[config.mk]
export PLATFORM = sky130hd
export DESIGN_NAME = apc_top
export DESIGN_NICKNAME = d
export VERILOG_FILES = /design/src/inc/apc_pkg.sv /design/src/core/apc_clk_divider.sv /design/src/core/apc_top.sv
export VERILOG_INCLUDE_DIRS = /design/src /design/src/inc
export SDC_FILE = /design/constraint.sdc
export NUM_CORES = 1
export LEC_CHECK = 0
export BUFFER_PORTS_ARGS = -buffer_cell sky130_fd_sc_hd__buf_4
export CORE_MARGIN = 10
export CORE_UTILIZATION = 45
export CTS_CLUSTER_DIAMETER = 120
export DETAILED_ROUTE_END_ITERATION = 10
export HOLD_SLACK_MARGIN = 0.15
export PLACE_DENSITY_LB_ADDON = 0.3
export SLEW_MARGIN = 20
export SYNTH_ARGS = -nofsm -noshare
export SYNTH_HDL_FRONTEND = slang
export SYNTH_SLANG_ARGS = --single-unit
export TNS_END_PERCENT = 50
[constraint.sdc]
create_clock -name core_clk_i -period 5.3 [get_ports core_clk_i]
set_clock_uncertainty 0.05 [all_clocks]
set_input_delay 0.265 -clock core_clk_i [delete_from_list [all_inputs] [get_ports core_clk_i]]
set_output_delay 0.265 -clock core_clk_i [all_outputs]
set_load 0.02 [all_outputs]
[src/inc/apc_consts.svh]
// Constants for the audio port clock master control block.
// Assumes inclusion by bare name from the include path.
`ifndef APC_CONSTS_SVH
`define APC_CONSTS_SVH

// Register offsets
`define APC_OFS_OUT_EN 8'h08
`define APC_OFS_DIR_POL 8'h09
`define APC_OFS_DIV_RST 8'h0c

// Output enable control fields
`define APC_BIT_SER_OUT_OE 5
`define APC_BIT_MUTE_FWD 4

// Direction and polarity fields
`define APC_BIT_BCLK_INV 5
`define APC_BIT_BCLK_OE 4
`define APC_BIT_FCLK_OE 0

// Divider reset control fields
`define APC_BIT_BCLK_RUN 1
`define APC_BIT_FCLK_RUN 0

// Reset values
`define APC_RST_OUT_EN 8'h00
`define APC_RST_DIR_POL 8'h00
`define APC_RST_DIV_RST 8'h01

// Smallest usable divide ratio
`define APC_MIN_RATIO 8'h02

`endif

[src/inc/apc_pkg.sv]
// Types and helpers for the audio port clock master control block.
// Assumes apc_consts.svh is on the include path.
`include "apc_consts.svh"

package apc_pkg;

    // Register byte
    typedef logic [7:0] apc_byte_t;

    // Divide ratio, in input clock ticks per output period
    typedef logic [7:0] apc_ratio_t;

    // Clamp a ratio to the smallest one that yields a clock
    function automatic apc_ratio_t apc_eff_ratio(input apc_ratio_t r);
        apc_eff_ratio = (r < `APC_MIN_RATIO) ? `APC_MIN_RATIO : r;
    endfunction : apc_eff_ratio

endpackage : apc_pkg

[src/core/apc_clk_divider.sv]
// Programmable clock divider producing a level and edge pulses.
// Assumes tick_i is a per-cycle count enable in the core clock domain.
`timescale 1ns/1ns

module apc_clk_divider
    import apc_pkg::*;
(
    // Clock and reset
    input wire logic core_clk_i,
    input wire logic nrst_i,
    // Control
    input wire logic run_i,
    input wire logic tick_i,
    input wire apc_ratio_t ratio_i,
    // Generated clock
    output logic level_o,
    output logic rise_o,
    output logic fall_o
);

    ////////////////////////////////////////////////////////////////////
    // Counting
    ////////////////////////////////////////////////////////////////////

    apc_ratio_t cnt; // Ticks into current period
    apc_ratio_t eff; // Clamped ratio
    apc_ratio_t half; // Tick at which the level rises
    apc_ratio_t cnt_inc; // Count plus one
    logic wrap; // Last tick of a period
    logic go_high; // Rising point reached

    assign eff = apc_eff_ratio(ratio_i);
    assign half = {1'b0, eff[7:1]};
    assign cnt_inc = cnt + 8'h01;
    assign wrap = tick_i && (cnt_inc == eff);
    assign go_high = tick_i && !wrap && (cnt_inc == half);

    // Held idle low with count at zero while not running
    always_ff @(posedge core_clk_i or negedge nrst_i) begin
        if (!nrst_i) begin
            cnt <= 8'h00;
            level_o <= 1'b0;
            rise_o <= 1'b0;
            fall_o <= 1'b0;
        end else if (!run_i) begin
            cnt <= 8'h00;
            level_o <= 1'b0;
            rise_o <= 1'b0;
            fall_o <= 1'b0;
        end else begin
            cnt <= wrap ? 8'h00 : (tick_i ? cnt_inc : cnt);
            level_o <= wrap ? 1'b0 : (go_high ? 1'b1 : level_o);
            rise_o <= go_high;
            fall_o <= wrap;
        end
    end

endmodule : apc_clk_divider

[src/core/apc_top.sv]
// Audio serial port clock direction, polarity and master clock logic.
// Assumes register port and pins are synchronous to core_clk_i,
// and that core_clk_i serves as the master clock for the dividers.
`timescale 1ns/1ns

module apc_top
    import apc_pkg::*;
(
    // Clock and reset
    input wire logic core_clk_i,
    input wire logic nrst_i,
    // Register port
    input wire logic reg_wr_i,
    input wire logic reg_rd_i,
    input wire apc_byte_t reg_addr_i,
    input wire apc_byte_t reg_wdata_i,
    output apc_byte_t reg_rdata_o,
    output logic reg_rvalid_o,
    // Divide ratios from the clock setup logic
    input wire apc_ratio_t bit_clock_divide_ratio_i,
    input wire apc_ratio_t frame_clock_divide_ratio_i,
    // Bit clock pin
    input wire logic bclk_pin_i,
    output logic bclk_pin_o,
    output logic bclk_pin_oe_o,
    // Frame clock pin
    input wire logic fclk_pin_i,
    output logic fclk_pin_o,
    output logic fclk_pin_oe_o,
    // Serial data in from the audio source
    input wire logic serial_in_i,
    // Serial out pin
    input wire logic serial_out_pin_i,
    output logic serial_out_pin_o,
    output logic serial_out_pin_oe_o,
    // Data to launch on the serial out pin
    input wire logic serial_out_data_i,
    // Captured serial stream
    output logic sample_strobe_o,
    output logic sample_data_o,
    output logic sample_frame_o,
    output logic serial_out_pin_level_o,
    // Mute path
    input wire logic mute_req_i,
    output logic power_mute_o
);

    ////////////////////////////////////////////////////////////////////
    // Registers
    ////////////////////////////////////////////////////////////////////

    apc_byte_t output_enable_ctrl; // Mute and serial out enables
    apc_byte_t serial_clock_direction_polarity; // Pin dirs, polarity
    apc_byte_t master_divider_reset_ctrl; // Divider run bits

    // Address decode
    logic hit_out_en;
    logic hit_dir_pol;
    logic hit_div_rst;

    assign hit_out_en = (reg_addr_i == `APC_OFS_OUT_EN);
    assign hit_dir_pol = (reg_addr_i == `APC_OFS_DIR_POL);
    assign hit_div_rst = (reg_addr_i == `APC_OFS_DIV_RST);

    // Read data select, unmapped reads give zero
    apc_byte_t next_rdata;

    assign next_rdata = hit_out_en ? output_enable_ctrl :
                        hit_dir_pol ? serial_clock_direction_polarity :
                        hit_div_rst ? master_divider_reset_ctrl :
                        8'h00;

    // Register writes, unmapped writes are dropped
    always_ff @(posedge core_clk_i or negedge nrst_i) begin
        if (!nrst_i) begin
            output_enable_ctrl <= `APC_RST_OUT_EN;
            serial_clock_direction_polarity <= `APC_RST_DIR_POL;
            master_divider_reset_ctrl <= `APC_RST_DIV_RST;
        end else if (reg_wr_i) begin
            if (hit_out_en) begin
                output_enable_ctrl <= reg_wdata_i;
            end
            if (hit_dir_pol) begin
                serial_clock_direction_polarity <= reg_wdata_i;
            end
            if (hit_div_rst) begin
                master_divider_reset_ctrl <= reg_wdata_i;
            end
        end
    end

    // Read answer one cycle after the request
    always_ff @(posedge core_clk_i or negedge nrst_i) begin
        if (!nrst_i) begin
            reg_rdata_o <= 8'h00;
            reg_rvalid_o <= 1'b0;
        end else begin
            reg_rdata_o <= reg_rd_i ? next_rdata : reg_rdata_o;
            reg_rvalid_o <= reg_rd_i;
        end
    end

    ////////////////////////////////////////////////////////////////////
    // Field views
    ////////////////////////////////////////////////////////////////////

    logic mute_forward_enable; // Mute path open
    logic serial_out_pin_drive_enable; // Serial out driven
    logic bit_clock_invert; // Transitions on rising edge
    logic bit_clock_output_enable; // Bit clock master
    logic frame_clock_output_enable; // Frame clock master
    logic bit_clock_divider_run; // Bit clock divider released
    logic frame_clock_divider_run; // Frame clock divider released

    assign mute_forward_enable =
        output_enable_ctrl[`APC_BIT_MUTE_FWD];
    assign serial_out_pin_drive_enable =
        output_enable_ctrl[`APC_BIT_SER_OUT_OE];
    assign bit_clock_invert =
        serial_clock_direction_polarity[`APC_BIT_BCLK_INV];
    assign bit_clock_output_enable =
        serial_clock_direction_polarity[`APC_BIT_BCLK_OE];
    assign frame_clock_output_enable =
        serial_clock_direction_polarity[`APC_BIT_FCLK_OE];
    assign bit_clock_divider_run =
        master_divider_reset_ctrl[`APC_BIT_BCLK_RUN];
    assign frame_clock_divider_run =
        master_divider_reset_ctrl[`APC_BIT_FCLK_RUN];

    ////////////////////////////////////////////////////////////////////
    // Master clock generation
    ////////////////////////////////////////////////////////////////////

    logic gen_bclk; // Generated bit clock level
    logic gen_bclk_rise; // Generated bit clock rising
    logic gen_bclk_fall; // Generated bit clock falling
    logic gen_fclk; // Generated frame clock level
    logic fclk_tick; // One bit clock period elapsed

    // Bit clock counts every master clock cycle
    apc_clk_divider u_bclk_div (
        .core_clk_i(core_clk_i),
        .nrst_i(nrst_i),
        .run_i(bit_clock_divider_run),
        .tick_i(1'b1),
        .ratio_i(bit_clock_divide_ratio_i),
        .level_o(gen_bclk),
        .rise_o(gen_bclk_rise),
        .fall_o(gen_bclk_fall)
    );

    // Frame clock steps on the bit clock transition edge
    assign fclk_tick = bit_clock_invert ? gen_bclk_rise : gen_bclk_fall;

    apc_clk_divider u_fclk_div (
        .core_clk_i(core_clk_i),
        .nrst_i(nrst_i),
        .run_i(frame_clock_divider_run),
        .tick_i(fclk_tick),
        .ratio_i(frame_clock_divide_ratio_i),
        .level_o(gen_fclk),
        .rise_o(),
        .fall_o()
    );

    ////////////////////////////////////////////////////////////////////
    // Pin drive
    ////////////////////////////////////////////////////////////////////

    // Clock pins carry generated clocks when set as outputs
    always_ff @(posedge core_clk_i or negedge nrst_i) begin
        if (!nrst_i) begin
            bclk_pin_o <= 1'b0;
            bclk_pin_oe_o <= 1'b0;
            fclk_pin_o <= 1'b0;
            fclk_pin_oe_o <= 1'b0;
        end else begin
            bclk_pin_o <= gen_bclk;
            bclk_pin_oe_o <= bit_clock_output_enable;
            fclk_pin_o <= gen_fclk;
            fclk_pin_oe_o <= frame_clock_output_enable;
        end
    end

    ////////////////////////////////////////////////////////////////////
    // Serial sampling
    ////////////////////////////////////////////////////////////////////

    logic bclk_now; // Bit clock in use
    logic fclk_now; // Frame clock in use
    logic bclk_prev; // Bit clock one cycle earlier
    logic bclk_rise; // Rising edge seen
    logic bclk_fall; // Falling edge seen
    logic sample_edge; // Edge on which data is steady
    logic launch_edge; // Edge on which data changes

    // Master uses own clocks, slave uses the pins
    assign bclk_now = bit_clock_output_enable ? gen_bclk : bclk_pin_i;
    assign fclk_now = frame_clock_output_enable ? gen_fclk : fclk_pin_i;
    assign bclk_rise = bclk_now && !bclk_prev;
    assign bclk_fall = !bclk_now && bclk_prev;

    // Normal mode changes on falling, inverted on rising
    assign launch_edge = bit_clock_invert ? bclk_rise : bclk_fall;
    assign sample_edge = bit_clock_invert ? bclk_fall : bclk_rise;

    // Edge history; source data relies on clocks in use
    always_ff @(posedge core_clk_i or negedge nrst_i) begin
        if (!nrst_i) begin
            bclk_prev <= 1'b0;
        end else begin
            bclk_prev <= bclk_now;
        end
    end

    // Capture data and frame on the steady edge
    always_ff @(posedge core_clk_i or negedge nrst_i) begin
        if (!nrst_i) begin
            sample_strobe_o <= 1'b0;
            sample_data_o <= 1'b0;
            sample_frame_o <= 1'b0;
        end else begin
            sample_strobe_o <= sample_edge;
            if (sample_edge) begin
                sample_data_o <= serial_in_i;
                sample_frame_o <= fclk_now;
            end
        end
    end

    ////////////////////////////////////////////////////////////////////
    // Serial out pin
    ////////////////////////////////////////////////////////////////////

    // Launch output data on the transition edge
    always_ff @(posedge core_clk_i or negedge nrst_i) begin
        if (!nrst_i) begin
            serial_out_pin_o <= 1'b0;
            serial_out_pin_oe_o <= 1'b0;
            serial_out_pin_level_o <= 1'b0;
        end else begin
            if (launch_edge) begin
                serial_out_pin_o <= serial_out_data_i;
            end
            serial_out_pin_oe_o <= serial_out_pin_drive_enable;
            // Pin level seen while it is an input
            serial_out_pin_level_o <= serial_out_pin_drive_enable ?
                1'b0 : serial_out_pin_i;
        end
    end

    ////////////////////////////////////////////////////////////////////
    // Mute forwarding
    ////////////////////////////////////////////////////////////////////

    // Mute reaches power stage only when enabled
    always_ff @(posedge core_clk_i or negedge nrst_i) begin
        if (!nrst_i) begin
            power_mute_o <= 1'b0;
        end else begin
            power_mute_o <= mute_forward_enable && mute_req_i;
        end
    end

endmodule : apc_top

==> metrics, run 1 <==
DRT Wirelength=~8500 um; final number of setup-violating endpoints=0; hold slack=0.182 ns; synth-to-layout area growth=22.9%; Max-slew headroom=0.464; CP Max Fanout=10; critical path's largest stage delay=0.49 ns; Placer Congestion=between 0.8 and 0.9; Pleak=approximately 2.0 nW; worst-skew pair later-pin latency=0.34 ns; Initial Util=0.467; site row count=32; TritonCTS clock tree=yes; largest net degree at the start of global routing=66; RSZ-0062 raised after global routing=no; hold_sp=fclk_pin_i; Most used DFF post-synth=dfrtp_1; Detailed Place HPWL=about 6400 um; maximum VDD drop=between 0.15 and 0.2 mV; utilization after layout=0.574; Post-Syn Area=3630 sq um; FF-to-FF setup slack=between 2 and 3 ns; floorplan core area=between 7000 and 8000 sq um; I/O pins=62; design area=4460 sq um; vias=between 2,000 and 3,000; flops & latches, synth=65; Slowest-stage cell, CP=dfrtp_1; total CTS buffers=9; setup bufs post-CTS=0; CP Launch Type=flop; Total GRT Usage=0.146; r2r startpoint=u_fclk_div.cnt[0]; fill count=710; top cells by area, synth=dfrtp_1 (44%), mux2_2 (7.1%), xnor2_1 (4.8%); I/O Buffers=61; DR DRC count=0; Final nets=470; Post-Syn Instances=between 300 and 400; Peak Freq=380 MHz; endpoints failing hold=0; worst r2r dst=u_fclk_div.cnt[5]; outcome=completed; Post-DRT Antenna Nets=0; setup_tns=0 ns; DIE WIDTH=~110 um; grt ovf=0; layout cell share with drive strength beyond 1=0.262; Yosys top cell area share=0.442; max cap viols=0; number of DRC violations after detailed-routing iteration 0=approximately 100; die area=~12,000 sq um; pwr dens=roughly 240 nW/um^2; min cycle time layout=2.63 ns; WL per Instance=~16 um; DP Area=about 4100 sq um; Clock Pin Slew Worst Setup and Hold Paths=around 0.080 ns; crit end category=flop; Avg Inst Size Synth=10.1 sq um; Final Max Slew Viols=0; Yosys warning count=0; syn_nets=between 400 and 500; Die Y=around 110 um; Req. time, crit path=5.46 ns; CP arrival=2.79 ns; Reg2Reg Depth=7; CTS sink cnt=65; Yosys top cell by area=dfrtp_1; Hold WC Path Type=in -> reg; EDFF count, synth=0; buffer levels on the longest clock path=2; Synth async-reset ratio=1.00; fin crit share=0.496; drt via density=5.46; vias in the first global route=2,971; Worst Tran Pin Value=0.804 ns; Crit Path Class=reg -> reg; WHS Path Cells=3; cells along the critical path=ha_1, nand3_1, or3_1, o2bb2ai_2, a211oi_4, nor2_1, a311o_1; register area share after synthesis=0.449; drt pass-1 iters=4; commonest non-fill, non-tap cell in the layout=dfrtp_1; cell count after placement=between 500 and 600; Root Driver=clkbuf_8; Distinct cells, synth=66; most frequent cells in the layout=dfrtp_1 (64), buf_4 (61), nor2_1 (38), mux2_2 (23), nand2_1 (21); number of diodes=0; Worst Hold Path EP=sample_frame_o; antenna violations before repair=0; Post-Layout Cell Count=between 500 and 600; H-tree depth=3; first-pass GRT wire length=14,100 um
## metal layers
layer / GRT usage / part of all wire
met1: 0.185 / 0.45
met2: 0.233 / 0.50
met3: 0.0386 / 0.040
met4: 0.0558 / 0.016
met5: 0 / 0
## registers in the layout, summed over array words and instances (netlist names), 8 cells and up
| register | count |
|---|---|
| master_divider_reset_ctrl | 8 |
| output_enable_ctrl | 8 |
| reg_rdata_o | 8 |
| serial_clock_direction_polarity | 8 |
| u_bclk_div.cnt | 8 |
| u_fclk_div.cnt | 8 |
## synth_stat cells (2+ instances only)
| master | number |
|---|---|
| dfrtp_1 | 64 |
| nor2_1 | 38 |
| mux2_2 | 23 |
| nand2_1 | 21 |
| xnor2_1 | 20 |
| inv_1 | 17 |
| a21oi_1 | 16 |
| mux2i_1 | 16 |
| xor2_1 | 12 |
| o22ai_1 | 10 |
| nand3_1 | 9 |
| o21ai_0 | 9 |
| clkbuf_1 | 8 |
| nor4_1 | 5 |
| and3_1 | 4 |
| buf_2 | 4 |
| nand2b_1 | 4 |
| nand3b_1 | 4 |
| nor2b_1 | 4 |
| nor3_1 | 4 |
| o31ai_1 | 4 |
| or3_1 | 4 |
| and2_1 | 3 |
| nor3b_1 | 3 |
| a211oi_1 | 2 |
| a31oi_1 | 2 |
| a32oi_1 | 2 |
| buf_4 | 2 |
| clkbuf_2 | 2 |
| ha_1 | 2 |
| mux2_1 | 2 |
| nand4_1 | 2 |
| nor3_2 | 2 |
| o41ai_1 | 2 |
## power by group
group | switching (W) | internal (W) | leakage (nW)
Clock | 0.000198 | 0.000221 | 0.100
Combinational | 0.0000624 | 0.0000622 | 1.00
Sequential | 0.0000119 | 0.000511 | 0.883
## how the worst max path moves through the flow
stage / endpoint / from
6_report: u_fclk_div.cnt[5] / u_fclk_div.cnt[0]
5_1_grt: u_fclk_div.cnt[5] / u_fclk_div.cnt[0]
4_1_cts: u_fclk_div.cnt[5] / u_fclk_div.cnt[0]
3_5_place_dp: u_fclk_div.cnt[5] / u_fclk_div.cnt[0]
3_3_place_gp: u_fclk_div.cnt[5] / u_fclk_div.cnt[0]
2_1_floorplan: u_fclk_div.cnt[5] / u_fclk_div.cnt[1]
## through the flow
stage	worst slack [ns]	power (W)
4_1_cts	2.69	0.00108
6_report	2.67	0.00107
2_1_floorplan	3.09	0.000589
5_1_grt	2.50	0.00112
3_5_place_dp	2.72	0.000651
3_3_place_gp	2.81	0.000647
## cell type report
| type | instances | area [sq um] | area share |
|---|---|---|---|
| inverters | 17 | 63.8 | 0.0143 |
| well taps | 102 | 128 | 0.0286 |
| flip-flops and latches | 65 | 1630 | 0.365 |
| repair buffers | 74 | 588 | 0.132 |
| clock buffers | 9 | 124 | 0.0278 |
| multi-input cells | 259 | 1850 | 0.415 |
| clock inverters | 7 | 77.6 | 0.0174 |
## what timing repair did
| action | 4_1_cts | 5_1_grt |
|---|---|---|
| hold endpoints to repair | 100 | 0 |
| hold buffers | 13 | 0 |
| gates resized for setup | 0 | 0 |
## critical path: cells and delay by family, from the launching register on
kind | cells | cell delay (ns)
AOI/OAI and AO/OA | 3 | 0.94
DFF | 1 | 0.49
and+or+nand+nor | 3 | 0.69
adders and majority gates | 1 | 0.34
## cell families after synthesis
| logic type | synth area share |
|---|---|
| simple gates | 0.166 |
| compound gates | 0.137 |
| flops | 0.449 |
| mux | 0.122 |
| buf+inv | 0.0414 |
| xor+xnor | 0.0773 |
| fa+ha+maj | 0.00690 |
Power figures use the tool's default switching activity.
==> run 2, diff against run 1 <==
==> constraint.sdc (replaced) <==
create_clock -name core_clk_i -period 2.4 [get_ports core_clk_i]
set_clock_uncertainty 0.05 [all_clocks]
set_input_delay 0.12 -clock core_clk_i [delete_from_list [all_inputs] [get_ports core_clk_i]]
set_output_delay 0.12 -clock core_clk_i [all_outputs]
set_load 0.02 [all_outputs]
==> run 2 against run 1 <==
Final area up 4.5%. Routed wire length rose by 4.8%. Flip-flop and latch count stayed put. Sequential power increased by 120%. Highest routed layer unchanged. Non-clock buffer count increased by 20. Critical endpoint unchanged.
==> metrics, run 2 (same netlist as run 1, synthesis figures left out) <==
floorplan core area=7770 sq um (unchanged); final number of setup-violating endpoints=0 (unchanged); antenna violations before repair=0 (unchanged); buffer levels on the longest clock path=2 (unchanged); delay-heaviest family, CP=compound AO/OA/AOI/OAI gates (unchanged); min cycle time layout=2.29 ns (was 2.63 ns); H-tree depth=3 (unchanged); Root Driver=clkbuf_8 (unchanged); DR DRC count=0 (unchanged); WL per Instance=16.1 um (was 16.0 um); first-pass GRT wire length=14,400 um (was 14,100 um); site row count=32 (unchanged); crit end category=flop (unchanged); sequential share of power=0.462 (was 0.490); drt pass-1 iters=5 (was 4); Clock Pin Slew Worst Setup and Hold Paths=0.08 ns (about the same); number of DRC violations after detailed-routing iteration 0=87 (was 104); Cell Int Power=0.00189 W (was 0.000794 W); Placer Congestion=0.899 (was 0.885); Peak Freq=436 MHz (was 380 MHz); I/O Buffers=61 (unchanged); most frequent cells in the layout=buf_4 (74), dfrtp_1 (64), nor2_1 (37), mux2_2 (23) (was dfrtp_1 (64), buf_4 (61), nor2_1 (38), mux2_2 (23), nand2_1 (21)); Req. time, crit path=2.57 ns (was 5.46 ns); die area=12,000 sq um (unchanged); I/O pins=62 (unchanged); critical path's largest stage delay=0.53 ns (was 0.49 ns); Detailed Place HPWL=6460 um (was 6400 um); Logic pwr share=0.115 (was 0.117); Die Y=110 um (unchanged); Slowest-stage cell, CP=dfrtp_1 (unchanged); Total GRT Usage=0.148 (was 0.146); setup_tns=0 ns (unchanged); utilization after layout=0.600 (was 0.574); vias=3,050 (was 2,912); Hold WC Path Type=in -> reg (unchanged); pwr dens=536 nW/um^2 (was 239 nW/um^2); maximum VDD drop=0.532 mV (was 0.194 mV); Final nets=490 (was 470); number of diodes=0 (unchanged); drt via density=5.52 (was 5.46); clock network power share=0.422 (was 0.393); cells along the critical path=and4_4, nand3_2, nor3_2, a31oi_1, a211oi_4, nor2_1, a311o_1 (was ha_1, nand3_1, or3_1, o2bb2ai_2, a211oi_4, nor2_1, a311o_1); endpoints failing hold=0 (unchanged); switching share of power=0.243 (was 0.256); RSZ-0062 raised after global routing=yes (was no); CTS sink cnt=65 (unchanged); max cap viols=0 (unchanged); Worst Path Buf+Inv=0 (unchanged); Crit Path Class=reg -> reg (unchanged); Worst Tran Pin Value=0.818 ns (was 0.804 ns); grt ovf=0 (unchanged); layout cell share with drive strength beyond 1=0.288 (was 0.262); outcome=completed (unchanged); synth-to-layout area growth=28.5% (was 22.9%); DIE WIDTH=110 um (unchanged); Final Max Slew Viols=0 (unchanged); Post-DRT Antenna Nets=0 (unchanged); worst-skew pair later-pin latency=0.34 ns (about the same); vias in the first global route=3,066 (was 2,971); Max-slew headroom=0.455 (was 0.464); Initial Util=0.467 (unchanged); CP Launch Type=flop (unchanged); DRT Wirelength=8930 um (was 8520 um); Psw=0.000606 W (was 0.000273 W); commonest non-fill, non-tap cell in the layout=buf_4 (was dfrtp_1); Pleak=2.09 nW (was 1.98 nW); CP arrival=2.46 ns (was 2.79 ns); total CTS buffers=9 (unchanged); TritonCTS clock tree=yes (unchanged); largest net degree at the start of global routing=66 (unchanged); fin crit share=0.955 (was 0.496); CP Max Fanout=11 (was 10)
## run 2: tightest hold or removal path, cell delays in order
cell and delay [ns]:
buf_4 0.16, nor2_1 0.07, a21oi_1 0.11, o22ai_1 0.07
## run 2: stage by stage
stage / setup slack, ns / total power (W) / std cells / hold WS (ns) / area (sq um)
final: 0.108 / 0.00250 / 553 / 0.180 / 4660
after detailed placement: 0.0782 / 0.00144 / 516 / 0.220 / 4220
after CTS: 0.0767 / 0.00252 / 552 / 0.169 / 4640
after floorplan: 0.186 / 0.00130 / 358 / -0.226 / 3630
after global placement: 0.144 / 0.00143 / 516 / 0.219 / 4220
after global routing: -0.0364 / 0.00260 / 553 / 0.203 / 4660
## run 2: path summary, 6_finish.rpt
kind / startpoint / cells after the start / slack [ns] / endpoint
setup / recovery: u_fclk_div.cnt[2] / 7 / 0.11 / u_fclk_div.cnt[5]
hold / removal: reg_addr_i[0] / 4 / 0.18 / reg_rdata_o[1]
setup reg to reg: u_fclk_div.cnt[2] / 7 / 0.11 / u_fclk_div.cnt[5]
hold reg to reg: u_bclk_div.level_o / 0 / 0.37 / bclk_pin_o
max in group asynchronous: nrst_i / 2 / 1.40 / bclk_pin_o
min in group asynchronous: nrst_i / 2 / 0.34 / reg_rdata_o[2]
## run 2: power by group through the flow
stage / sequential [W] / clock, W / combinational, W
2_1_floorplan: 0.00118 / 0 / 0.000120
4_1_cts: 0.00115 / 0.00108 / 0.000291
3_5_place_dp: 0.00118 / 0 / 0.000264
6_report: 0.00115 / 0.00105 / 0.000288
5_1_grt: 0.00116 / 0.00112 / 0.000314
3_3_place_gp: 0.00117 / 0 / 0.000259
## run 2: what timing repair did
| item | in CTS | in global routing |
|---|---|---|
| buffers inserted | 0 | 1 |
| hold buffers | 20 | 0 |
| endpoints found under the setup margin | 0 | 10 |
| resized for setup | 0 | 4 |
| endpoints found under the hold margin | 104 | 0 |
## run 2: layout make-up
class / count / area, sq um
repair buffers: 94 / 756
fillers: 684 / 3110
well taps: 102 / 128
clock inverters: 6 / 90.1
multi-input cells: 259 / 1860
clock buffers: 10 / 138
inverters: 17 / 63.8
flip-flops and latches: 65 / 1630
## run 2: routing by layer
layer | track usage | wire length [um]
met5 | 0 | 0
met2 | 0.250 | 4540
met1 | 0.177 | 3790
met3 | 0.0363 | 445
met4 | 0.0632 | 159
